[src/sac_pkg.sv]
// Shared constants and types of the converter control block.
// Assumes one 125 MHz peripheral clock and an APB master.
package sac_pkg;
    // ==========================================
    // Clocking
    // ==========================================
    localparam int PCLK_HZ = 125_000_000;
    localparam int CONV_MAX_HZ = 18_000_000;
    localparam int CONV_MIN_HZ = 1_800_000;
    // Least divide ratio that keeps the converter clock at or under its top rate
    localparam int CONV_DIV = (PCLK_HZ + CONV_MAX_HZ - 1) / CONV_MAX_HZ;
    localparam logic [2:0] DIV_LAST = 3'(CONV_DIV - 1);
    // ==========================================
    // Sizes
    // ==========================================
    localparam int NCH = 16;
    localparam int CODE_W = 12;
    localparam int RES_W = 16;
    localparam int ACQ_W = 10;
    localparam logic [3:0] TOP_BIT = 4'hb;
    localparam logic [ACQ_W-1:0] ACQ_MIN = 10'h004;
    localparam logic [CODE_W-1:0] CODE_MID = 12'h800;
    // ==========================================
    // Register map (byte addresses)
    // ==========================================
    localparam logic [11:0] OFS_CTRL = 12'h000;
    localparam logic [11:0] OFS_SAMPLE = 12'h004;
    localparam logic [11:0] OFS_TLOW = 12'h008;
    localparam logic [11:0] OFS_THIGH = 12'h00c;
    localparam logic [11:0] OFS_STATUS = 12'h010;
    localparam logic [11:0] OFS_CFG_BASE = 12'h040;
    localparam logic [11:0] OFS_RES_BASE = 12'h080;
    localparam logic [11:0] OFS_WIN_MASK = 12'hfc3;
    // Control register fields
    localparam int CTRL_EN = 0;
    localparam int CTRL_CONT = 1;
    localparam int CTRL_FW = 2;
    localparam int CTRL_START = 3;
    localparam int CTRL_NEG = 4;
    localparam int CTRL_FWCH = 8;
    // Sample control fields
    localparam int SMP_LEFT = 0;
    localparam int SMP_DSIGN = 1;
    localparam int SMP_SSIGN = 2;
    // Second duration of a pair, channel config fields and the status channel field
    localparam int T_HI = 16;
    localparam int CFG_DIFF = 0;
    localparam int CFG_SEL = 4;
    localparam int STS_CH = 4;
    // Minus input choices and the reset acquisition duration
    localparam logic [2:0] NEG_GND = 3'h0;
    localparam logic [2:0] NEG_REF = 3'h1;
    localparam logic [2:0] NEG_P1 = 3'h2;
    localparam logic [2:0] NEG_P7 = 3'h5;
    localparam logic [9:0] ACQ_RST = 10'h004;
    // ==========================================
    // Types
    // ==========================================
    typedef struct packed {
        logic diff;
        logic [1:0] acq_sel;
    } sac_chan_cfg_t;
    typedef struct packed {
        logic left;
        logic signed_fmt;
        logic gnd_clip;
    } sac_fmt_t;
    typedef enum {ST_IDLE, ST_ACQ, ST_CONV, ST_EOC, ST_AZ} sac_state_t;
endpackage

[src/sac_result_store.sv]
// Result formatter and the sixteen per-channel result registers.
// Assumes wr is a one-cycle pulse on pclk carrying a final code.
`timescale 1ns/1ns
module sac_result_store (
    input wire logic pclk,
    input wire logic presetn,
    input wire logic wr,
    input wire logic [3:0] wr_chan,
    input wire logic [sac_pkg::CODE_W-1:0] wr_code,
    input wire sac_pkg::sac_fmt_t fmt,
    input wire logic [3:0] rd_chan,
    output logic [sac_pkg::RES_W-1:0] rd_data,
    output logic [sac_pkg::RES_W-1:0] last_data
);
    import sac_pkg::*;
    // ==========================================
    // Formatting
    // ==========================================
    logic [CODE_W-1:0] code;
    logic [RES_W-1:0] fmt_word;
    logic [RES_W-1:0] res [NCH];
    logic [RES_W-1:0] next_last;
    // Offset binary in, sign flip for two's complement, clip for ground-referenced inputs
    always_comb begin
        code = wr_code;
        if (fmt.gnd_clip) begin
            code = wr_code[CODE_W-1] ? {1'b0, wr_code[CODE_W-2:0]} : '0;
        end else if (fmt.signed_fmt) begin
            code = wr_code ^ CODE_MID;
        end
        if (fmt.left) begin
            fmt_word = {code, 4'h0};
        end else if (fmt.signed_fmt && !fmt.gnd_clip) begin
            fmt_word = {{(RES_W-CODE_W){code[CODE_W-1]}}, code};
        end else begin
            fmt_word = {{(RES_W-CODE_W){1'b0}}, code};
        end
        next_last = wr ? fmt_word : last_data;
    end
    // ==========================================
    // Storage, one word per channel
    // ==========================================
    genvar g;
    generate
        for (g = 0; g < NCH; g++) begin : g_res
            logic [RES_W-1:0] next_res;
            always_comb begin
                next_res = (wr && wr_chan == 4'(g)) ? fmt_word : res[g];
            end
            // Held until this channel completes again
            always_ff @(posedge pclk or negedge presetn) begin
                if (!presetn) begin
                    res[g] <= '0;
                end else begin
                    res[g] <= next_res;
                end
            end
        end
    endgenerate
    always_ff @(posedge pclk or negedge presetn) begin
        if (!presetn) begin
            last_data <= '0;
        end else begin
            last_data <= next_last;
        end
    end
    assign rd_data = res[rd_chan];
endmodule // sac_result_store

[src/sac_conv_ctrl.sv]
// Control and result path of a 12-bit successive-approximation converter.
// Assumes an APB master on pclk, a sequencer and an analog core on pclk.
//
// Local design decisions: the APB slave port and the register addresses.
`timescale 1ns/1ns
module sac_conv_ctrl (
    input wire logic pclk,
    input wire logic presetn,
    input wire logic psel,
    input wire logic penable,
    input wire logic pwrite,
    input wire logic [11:0] paddr,
    input wire logic [31:0] pwdata,
    output logic [31:0] prdata,
    output logic pready,
    output logic pslverr,
    input wire logic seq_req,
    input wire logic [3:0] seq_chan,
    output logic seq_ready,
    output logic [3:0] mux_chan,
    output logic mux_diff,
    output logic [2:0] mux_minus_input_select,
    output logic sample_en,
    output logic conv_tick,
    output logic [sac_pkg::CODE_W-1:0] sar_trial,
    input wire logic core_cmp,
    output logic eoc,
    output logic [3:0] eoc_chan,
    output logic [sac_pkg::RES_W-1:0] eoc_data
);
    import sac_pkg::*;
    // ==========================================
    // Register file
    // ==========================================
    logic [31:0] converter_global_control, next_ctrl;
    logic [2:0] sample_control_reg, next_smp;
    logic [ACQ_W-1:0] acq_dur [4];
    logic [ACQ_W-1:0] next_dur [4];
    sac_chan_cfg_t channel_config_reg [NCH];
    sac_chan_cfg_t next_cfg [NCH];
    logic [31:0] next_prdata;
    logic next_err, wr_acc, in_cfg, in_res, hit, fw_start;
    logic [3:0] widx;
    logic [RES_W-1:0] rd_res;
    sac_state_t state_q, next_state;
    assign widx = paddr[5:2];
    assign in_cfg = (paddr & OFS_WIN_MASK) == OFS_CFG_BASE;
    assign in_res = (paddr & OFS_WIN_MASK) == OFS_RES_BASE;
    assign wr_acc = psel && penable && pwrite;
    assign fw_start = wr_acc && paddr == OFS_CTRL && pwdata[CTRL_START];
    // Writes take effect in the access cycle; start is a self-clearing strobe
    always_comb begin
        next_ctrl = converter_global_control;
        next_smp = sample_control_reg;
        next_dur = acq_dur;
        next_cfg = channel_config_reg;
        if (wr_acc) begin
            if (paddr == OFS_CTRL) begin
                next_ctrl = pwdata & 32'h0000_0f77; // Start bit never stored
            end
            if (paddr == OFS_SAMPLE) begin
                next_smp = pwdata[2:0];
            end
            if (paddr == OFS_TLOW) begin
                next_dur[0] = pwdata[ACQ_W-1:0];
                next_dur[1] = pwdata[T_HI +: ACQ_W];
            end
            if (paddr == OFS_THIGH) begin
                next_dur[2] = pwdata[ACQ_W-1:0];
                next_dur[3] = pwdata[T_HI +: ACQ_W];
            end
            if (in_cfg) begin
                next_cfg[widx] = '{diff: pwdata[CFG_DIFF], acq_sel: pwdata[CFG_SEL +: 2]};
            end
        end
    end
    // Read data is fetched in the setup cycle so that the access cycle drives a flop
    always_comb begin
        hit = 1'b1;
        next_prdata = '0;
        unique case (1'b1)
            paddr == OFS_CTRL: next_prdata = converter_global_control;
            paddr == OFS_SAMPLE: next_prdata = {29'h0, sample_control_reg};
            paddr == OFS_TLOW: next_prdata = {6'h0, acq_dur[1], 6'h0, acq_dur[0]};
            paddr == OFS_THIGH: next_prdata = {6'h0, acq_dur[3], 6'h0, acq_dur[2]};
            paddr == OFS_STATUS: next_prdata = {24'h0, mux_chan, 3'h0, state_q != ST_IDLE};
            in_cfg: next_prdata = {26'h0, channel_config_reg[widx].acq_sel, 3'h0,
                channel_config_reg[widx].diff};
            in_res: next_prdata = {16'h0, rd_res};
            default: hit = 1'b0;
        endcase
        next_err = !hit || (pwrite && (paddr == OFS_STATUS || in_res));
        if (!(psel && !penable)) begin
            next_prdata = prdata;
            next_err = pslverr;
        end
    end
    always_ff @(posedge pclk or negedge presetn) begin
        if (!presetn) begin
            converter_global_control <= '0;
            sample_control_reg <= '0;
            acq_dur <= '{ACQ_RST, ACQ_RST, ACQ_RST, ACQ_RST};
            channel_config_reg <= '{default: '0};
            prdata <= '0;
            pslverr <= 1'b0;
        end else begin
            converter_global_control <= next_ctrl;
            sample_control_reg <= next_smp;
            acq_dur <= next_dur;
            channel_config_reg <= next_cfg;
            prdata <= next_prdata;
            pslverr <= next_err && !penable;
        end
    end
    assign pready = 1'b1;
    // ==========================================
    // Conversion sequence
    // ==========================================
    logic [2:0] div_q, next_div;
    logic [ACQ_W-1:0] cnt_q, next_cnt, acq_len_q, next_acq_len, sel_dur;
    logic [3:0] bit_q, next_bit, chan_q, next_chan, req_chan;
    logic [CODE_W-1:0] sar_q, next_sar;
    sac_chan_cfg_t cur_q, next_cur;
    logic en, cont, fw_mode, start_req, tick, wr_res;
    sac_fmt_t fmt;
    assign en = converter_global_control[CTRL_EN];
    assign cont = converter_global_control[CTRL_CONT];
    assign fw_mode = converter_global_control[CTRL_FW];
    // Firmware writes or the sequencer steer the selector, never both
    assign req_chan = fw_mode ? converter_global_control[CTRL_FWCH +: 4] : seq_chan;
    assign start_req = en && (fw_mode ? fw_start : seq_req);
    assign tick = (state_q != ST_IDLE) && div_q == DIV_LAST;
    assign wr_res = state_q == ST_CONV && tick && bit_q == 4'h0;
    // Durations below the floor would starve the hold capacitor, so they count as four
    always_comb begin
        sel_dur = acq_dur[channel_config_reg[next_chan].acq_sel];
        next_acq_len = acq_len_q;
        if (next_state == ST_ACQ && state_q != ST_ACQ) begin
            next_acq_len = (sel_dur < ACQ_MIN) ? ACQ_MIN : sel_dur;
        end
    end
    // One step per converter clock: acquire, twelve decisions, end flag, auto-zero
    always_comb begin
        next_state = state_q;
        next_div = (state_q == ST_IDLE || tick) ? 3'h0 : div_q + 3'h1;
        next_cnt = cnt_q;
        next_bit = bit_q;
        next_sar = sar_q;
        next_chan = chan_q;
        next_cur = cur_q;
        unique case (state_q)
            ST_IDLE: begin
                if (start_req) begin
                    next_state = ST_ACQ;
                    next_chan = req_chan;
                    next_cnt = '0;
                end
            end
            ST_ACQ: begin
                if (tick) begin
                    next_cnt = cnt_q + 10'h001;
                    if (cnt_q == acq_len_q - 10'h001) begin
                        next_state = ST_CONV;
                        next_bit = TOP_BIT;
                        next_sar = CODE_MID;
                    end
                end
            end
            ST_CONV: begin
                if (tick) begin
                    next_sar[bit_q] = core_cmp;
                    if (bit_q == 4'h0) begin
                        next_state = ST_EOC;
                    end else begin
                        next_bit = bit_q - 4'h1;
                        next_sar[bit_q - 4'h1] = 1'b1;
                    end
                end
            end
            ST_EOC: begin
                if (tick) begin
                    next_state = ST_AZ;
                end
            end
            ST_AZ: begin
                if (tick) begin
                    next_state = cont ? ST_ACQ : ST_IDLE;
                    next_cnt = '0;
                end
            end
        endcase
        if (next_state == ST_ACQ && state_q != ST_ACQ) begin
            next_cur = channel_config_reg[next_chan];
        end
        if (!en) begin
            next_state = ST_IDLE;
        end
    end
    always_ff @(posedge pclk or negedge presetn) begin
        if (!presetn) begin
            state_q <= ST_IDLE;
            div_q <= '0;
            cnt_q <= '0;
            acq_len_q <= ACQ_MIN;
            bit_q <= '0;
            sar_q <= '0;
            chan_q <= '0;
            cur_q <= '0;
        end else begin
            state_q <= next_state;
            div_q <= next_div;
            cnt_q <= next_cnt;
            acq_len_q <= next_acq_len;
            bit_q <= next_bit;
            sar_q <= next_sar;
            chan_q <= next_chan;
            cur_q <= next_cur;
        end
    end
    // Ground-referenced single-ended input cannot go negative, so sign is moot
    always_comb begin
        fmt.left = sample_control_reg[SMP_LEFT];
        fmt.gnd_clip = !cur_q.diff && mux_minus_input_select == NEG_GND;
        fmt.signed_fmt = cur_q.diff ? sample_control_reg[SMP_DSIGN] : sample_control_reg[SMP_SSIGN];
    end
    sac_result_store u_store (
        .pclk(pclk),
        .presetn(presetn),
        .wr(wr_res),
        .wr_chan(chan_q),
        .wr_code({sar_q[CODE_W-1:1], core_cmp}),
        .fmt(fmt),
        .rd_chan(widx),
        .rd_data(rd_res),
        .last_data(eoc_data)
    );
    // ==========================================
    // Core and sequencer facing outputs
    // ==========================================
    assign mux_chan = chan_q;
    assign mux_diff = cur_q.diff;
    assign mux_minus_input_select = converter_global_control[CTRL_NEG +: 3];
    assign sample_en = state_q == ST_ACQ;
    assign conv_tick = tick;
    assign sar_trial = sar_q;
    assign eoc = state_q == ST_EOC;
    assign eoc_chan = chan_q;
    assign seq_ready = en && !fw_mode && state_q == ST_IDLE;
    // ==========================================
    // Checks
    // ==========================================
    logic [3:0] bits_seen;
    logic [ACQ_W-1:0] acq_seen;
    always_ff @(posedge pclk or negedge presetn) begin
        if (!presetn) begin
            bits_seen <= '0;
            acq_seen <= '0;
        end else begin
            bits_seen <= (state_q != ST_CONV) ? 4'h0 : bits_seen + 4'(tick);
            acq_seen <= (state_q != ST_ACQ) ? '0 : acq_seen + 10'(tick);
        end
    end
endmodule // sac_conv_ctrl

[config.mk]
export PLATFORM = sky130hd
export DESIGN_NAME = sac_conv_ctrl
export DESIGN_NICKNAME = d
export VERILOG_FILES = /design/src/sac_pkg.sv /design/src/sac_result_store.sv /design/src/sac_conv_ctrl.sv
export SDC_FILE = /design/constraint.sdc
export NUM_CORES = 1
export LEC_CHECK = 0
export BUFFER_PORTS_ARGS = -buffer_cell sky130_fd_sc_hd__buf_4
export CAP_MARGIN = 25
export CORE_UTILIZATION = 50
export CTS_CLUSTER_SIZE = 10
export DETAILED_ROUTE_END_ITERATION = 10
export PLACE_DENSITY_LB_ADDON = 0.08
export RECOVER_POWER = 25
export SETUP_SLACK_MARGIN = 0.5
export SKIP_LAST_GASP = 1
export SYNTH_ARGS = -nofsm -noshare
export SYNTH_HDL_FRONTEND = slang
export SYNTH_SLANG_ARGS = --single-unit
[constraint.sdc]
create_clock -name pclk -period 4.9 [get_ports pclk]
set_input_delay 0 -clock pclk [delete_from_list [all_inputs] [get_ports pclk]]
set_output_delay 0 -clock pclk [all_outputs]
set_load 0.01 [all_outputs]
**Word-level counts from Yosys, hierarchy flattened**

Index checks and enable logic that the tools add are counted.
W data, S select, Z words.

- Flip-flop bits (word level): 482
- Output and inout port bits: 78

- Add/sub/neg operators: 4
- Order comparisons: 9
- Equal/unequal tests: 39
- Muxes and demuxes: 59
- Bitwise gates (word level): 5
- Reduce and logical (&&, ||, !) cells: 62

Operator list:

| cell | number |
|---|---|
| $mux W32 | 8 |
| $pmux W26 S7 | 1 |
| $eq A32 B2 Y1 const B | 5 |
| $pmux W32 S5 | 1 |
| $eq A32 B3 Y1 const B | 3 |
| $mux W12 | 6 |
| $bmux W16 S4 | 1 |
| $logic_not A32 Y1 | 2 |
| $mux W16 | 4 |
| $mux W10 | 6 |
| $bwmux W48 | 1 |
| $logic_and A1 B1 Y1 | 36 |
| $eq A32 B1 Y1 const B | 1 |
| $eq A4 B4 Y1 const B | 8 |
| $ne A32 B2 Y1 const B | 1 |
| $reduce_bool A32 Y1 | 1 |
| $pmux W10 S3 | 1 |
| $mux W4 | 7 |
| $bmux W3 S4 | 2 |
| $eq A12 B4 Y1 const B | 2 |
| $pmux W12 S2 | 1 |
| $bmux W10 S2 | 1 |
| $mux W3 | 6 |
| $eq A4 B3 Y1 const B | 4 |
| other kinds (40) | 69 |

**Depth between registers and ports, before layout**

- Depth after elaboration: 18
- Mapped depth: 16
- Mapped depth without buffers: 13

**Cells and area by module**

A second synthesis with hierarchy kept.

- Cell total of the unflattened synthesis: 1,907
- Area total of the unflattened synthesis: 24,332.1 um2

Modules (own cells, without submodules):

| module | times used | cells an instance | area an instance (um2) | sequential area each (um2) |
|---|---|---|---|---|
| sac_result_store | 1 | 888 | 13,286.5 | 6,806.5 |
| sac_conv_ctrl | 1 | 1,019 | 11,045.6 | 5,111.2 |

**Worst setup path after synthesis**

OpenSTA, ideal clock, no wires.

- Path type: reg-to-reg
- From: reg state_q[20]
- To: reg acq_len_q[0]
- Library setup time: 0.119 ns
- Arrival: 3.912 ns
- Data required time: 4.781 ns
- Setup slack: 0.869 ns
- Cell stages (with the launch flop): 17
- Cell sequence: dfrtp_1 nor4_1 nand4_1 or3_1 buf_2 nor2_8 mux2i_1 inv_2 buf_4 mux4_2 a22oi_2 o221a_2 buf_6 mux4_2 a211oi_2 nand4_2 and2_1

- Cells in the longest elaborated chain, start to end: 12
- Elaborated cells between the ends (all ways): 30

RTL lines:

| item | RTL line | source |
|---|---|---|
| start: declaration | sac_conv_ctrl.sv:45 | `sac_state_t state_q, next_state;` |
| start signal: assignment | sac_conv_ctrl.sv:210 | `state_q <= next_state;` |
| $logic_not A32 Y1 * | sac_conv_ctrl.sv:151 | `unique case (state_q)` |
| $mux W4 * | sac_conv_ctrl.sv:151 |  |
| via next_chan[1] | sac_conv_ctrl.sv:121 | `logic [3:0] bit_q, next_bit, chan_q, next_chan, req_chan;` |
| $not A4 Y5 (implied by the code) * | sac_conv_ctrl.sv:136 | `sel_dur = acq_dur[channel_config_reg[next_chan].acq_sel];` |
| $bmux W3 S4 * | sac_conv_ctrl.sv:136 |  |
| $mux W3 * (2 in series) | -- |  |
| $not A2 Y3 (implied by the code) * | sac_conv_ctrl.sv:136 |  |
| $bmux W10 S2 * | sac_conv_ctrl.sv:136 |  |
| $mux W10 (implied by the code) * (2 in series) | sac_conv_ctrl.sv:136 |  |
| $lt A10 B3 Y1 | sac_conv_ctrl.sv:139 | `next_acq_len = (sel_dur < ACQ_MIN) ? ACQ_MIN : sel_dur;` |
| $mux W10 * | sac_conv_ctrl.sv:139 |  |
| end signal: assignment | sac_conv_ctrl.sv:213 | `acq_len_q <= next_acq_len;` |
| end: declaration | sac_conv_ctrl.sv:120 | `logic [ACQ_W-1:0] cnt_q, next_cnt, acq_len_q, next_acq_len, sel_dur;` |

The timed path passes the listed nets; every way through them passes the cells marked *. The select of a mux whose other input is x is not followed.
A chain may end at the register's enable or synchronous reset.

**Final worst setup path**

- From: reg state_q[4]
- To: reg acq_len_q[0]

- Cells in the longest elaborated chain, start to end: 12
- Elaborated cells between the ends (all ways): 30

RTL lines:

| item | RTL line |
|---|---|
| $logic_not A32 Y1 | sac_conv_ctrl.sv:151 |
| $mux W4 | sac_conv_ctrl.sv:151 |
| $not A4 Y5 (implied by the code) | sac_conv_ctrl.sv:136 |
| $bmux W3 S4 | sac_conv_ctrl.sv:136 |
| $mux W3 (2 in series) | -- |
| $not A2 Y3 (implied by the code) | sac_conv_ctrl.sv:136 |
| $bmux W10 S2 | sac_conv_ctrl.sv:136 |
| $mux W10 (implied by the code) (2 in series) | sac_conv_ctrl.sv:136 |
| $lt A10 B3 Y1 | sac_conv_ctrl.sv:139 |
| $mux W10 | sac_conv_ctrl.sv:139 |

Parallel ways exist; a longest one is shown, timed or not. The select of a mux whose other input is x is not followed.

==> flow_summary.json <==
{
  "hold_path.class": "in2async",
  "syn_area_per_cell_um2": 11.0,
  "drv_slew": 287,
  "synth_cell_types": 76,
  "cts_sinks": 476,
  "maxCapViolCount": 3,
  "root_buffer": "clkbuf_16",
  "areaGrowthSynthToFinish_pct": 13.6,
  "vias": 16189,
  "htree_levels": 2,
  "pre_cts_ws_ps": 460,
  "overflow": 0,
  "path_clk_slew_ps": 50,
  "first_pass_iters": 5,
  "synth_seq_cells": 476,
  "start_util": 0.508,
  "yosys.area.top_type": "dfrtp_1",
  "power.leakage_nw": 11.3,
  "seq_area_um2": 11900,
  "crit_required_ps": 5390,
  "grt_pass1_wl_mm": 96.9,
  "finalWirelength_mm": 61.3,
  "irDropWorstVdd_mv": 0.244,
  "grt_max_degree": 121,
  "crit_fanout": 11,
  "grt_pass1_vias": 16177,
  "dp_hpwl_mm": 39.8,
  "yosysSeqAreaShare": 0.528,
  "violations": "hold timing, capacitance limit, slew limit",
  "first_iter_violations": 1287,
  "status": "complete, but fails checks",
  "fin_ws_ps": 708,
  "nets": 2209,
  "power_density_nw_per_um2": 308,
  "ant_nets": 0,
  "fin_skew_ps": 25.0,
  "rsz0062_at_grt": "no",
  "pin_count": 133,
  "wl_per_cell_um": 22.3,
  "hold_ws_ps": -22.2,
  "yosys_warnings": 0,
  "synth_cells": 2049,
  "timing.fmax_mhz": 239,
  "vias_per_cell": 5.87,
  "core_um2": 44400,
  "tightest_slew_ps": 2990,
  "synth_top_area_frac": 0.522,
  "largest_reg_flops": 256,
  "yosys-top-cells-area": "dfrtp_1, mux4_2, o21ai_0",
  "drc": 0,
  "synthArstFlopShare": 1.00,
  "antenna_found_initial": 0,
  "drive_gt1_frac": 0.207,
  "finalWeightedCongestion": 0.898,
  "fin_crit_ps": 4190,
  "slew_headroom": -0.994,
  "portBuffers": 115,
  "fin_setup_tns_ps": 0,
  "critPathKind": "reg2reg",
  "multi_input_area_um2": 9980,
  "cts_tree": "built",
  "synth_ff_type": "dfrtp_1",
  "synth-edff-count": 0,
  "netlist_area_um2": 22600,
  "clockBufferDepth": 3,
  "cts_made_buffers": 55,
  "chipHeight_um": 214,
  "setup_viol": 0,
  "fillers": 3794,
  "hold_viol": 9,
  "end_kind": "flip-flop",
  "rows": 77,
  "dieWidth_um": 214,
  "clock_latency_ps": 610,
  "cp-start-kind": "flip-flop",
  "antenna_cells": 0,
  "track_usage": 0.275,
  "post-route-period-util": 0.855,
  "crit_arrival_ps": 4680,
  "die_area_um2": 46000
}
worst max-delay path, cell delays in order (launching register included):
cell,delay (ps)
dfrtp_1,370
nor4_1,300
nand4_1,210
buf_4,190
or3_4,460
nor2_8,220
mux2i_2,300
inv_2,180
mux4_2,340
a22oi_2,250
o221a_4,270
mux4_2,530
a211oi_2,180
nand4_2,130
and2_1,150
Yosys cell counts, types with 6 or more instances:
cell type,count
a31oi_1,13
nor3_1,26
buf_4,15
nor2b_1,15
nand3_1,24
mux2_2,128
clkbuf_1,129
a22o_1,8
nand2b_1,8
mux4_2,104
dfrtp_1,471
buf_1,17
nor3b_1,6
nor2_1,65
ha_1,9
and2_1,36
a21oi_1,42
xnor2_1,13
o31ai_1,9
nor4_1,14
a211oi_1,10
o21ai_0,330
a22oi_1,25
nand2_1,385
o22a_1,10
mux2i_1,24
inv_1,17
stage by stage:
step	std cells	util	cell area, um^2	power [mW]
after floorplan	2054	-	22600	4.11
after global placement	2645	0.539	23900	4.26
after detailed placement	2646	0.539	23900	4.27
after CTS	2751	0.581	25800	7.97
after global routing	2756	0.577	25600	8.14
final	2756	0.577	25600	7.88
cell families after synthesis:
group	count (synthesis)	synth area share
AO/OA/AOI/OAI	493	0.126
XOR/XNOR	14	0.00543
adder cells (fa/ha/maj)	9	0.00499
buffers and inverters	185	0.0342
flip-flops	476	0.528
multiplexers	257	0.179
other	2	0.000333
AND/OR/NAND/NOR	613	0.121
area by class of cell:
type,count,area share
clock inverters,4,0.00273
inverters,19,0.00298
clock buffers,72,0.0577
repair buffers,200,0.0537
well taps,592,0.0289
multi-input cells,1393,0.389
flip-flops and latches,476,0.465
per-layer routing:
metal / global-route usage / wire [um] / vias up
li1: - / - / 7471
met3: 0.0399 / 2880 / 97
met2: 0.452 / 29800 / 417
met4: 0.0831 / 1490 / 0
met5: 0 / 0 / -
met1: 0.379 / 27200 / 8204
path summary, 6_finish.rpt:
check                                 from               end  slack, ps  cells past startpoint
worst min register to register    div_q[0]          div_q[0]        470                      1
worst min-delay path               presetn        state_q[8]        -20                      2
min in group pclk                     psel        prdata[23]         20                      5
worst max register to register  state_q[4]      acq_len_q[0]        710                     14
max in group asynchronous          presetn  u_store.res[126]       1520                      3
worst max-delay path            state_q[4]      acq_len_q[0]        710                     14
repair_timing:
| item | CTS | global route |
|---|---|---|
| setup buffers | 1 | 4 |
| cloned | 0 | 0 |
| hold endpoints to repair | 194 | 0 |
| hold buffers | 28 | 0 |
| pin swaps | 1 | 3 |
| gates resized for setup | 2 | 13 |
| setup endpoints to repair | 2 | 85 |
placed cells by master (no fill, tap or decap), types with 10 or more instances in the layout:
cell	count
buf_4	106
nand2_1	380
dlygate4sd3_1	28
dfrtp_1	471
mux4_2	104
mux2_2	128
and2_1	36
o22a_1	10
nor3_1	25
inv_1	17
a31oi_1	13
clkbuf_1	73
a211oi_1	10
nor2b_1	15
nor4_1	11
mux2i_1	23
xnor2_1	13
nor2_1	65
a21oi_1	42
o21ai_0	329
nand3_1	24
clkbuf_16	55
a22oi_1	25
power breakdown:
group	leakage [nW]	switching (mW)	internal, mW
Combinational	4.10	0.182	0.0853
Clock	0.750	1.55	2.13
Sequential	6.42	0.00272	3.94
Total	11.3	1.73	6.15
Power figures use the tool's default switching activity.
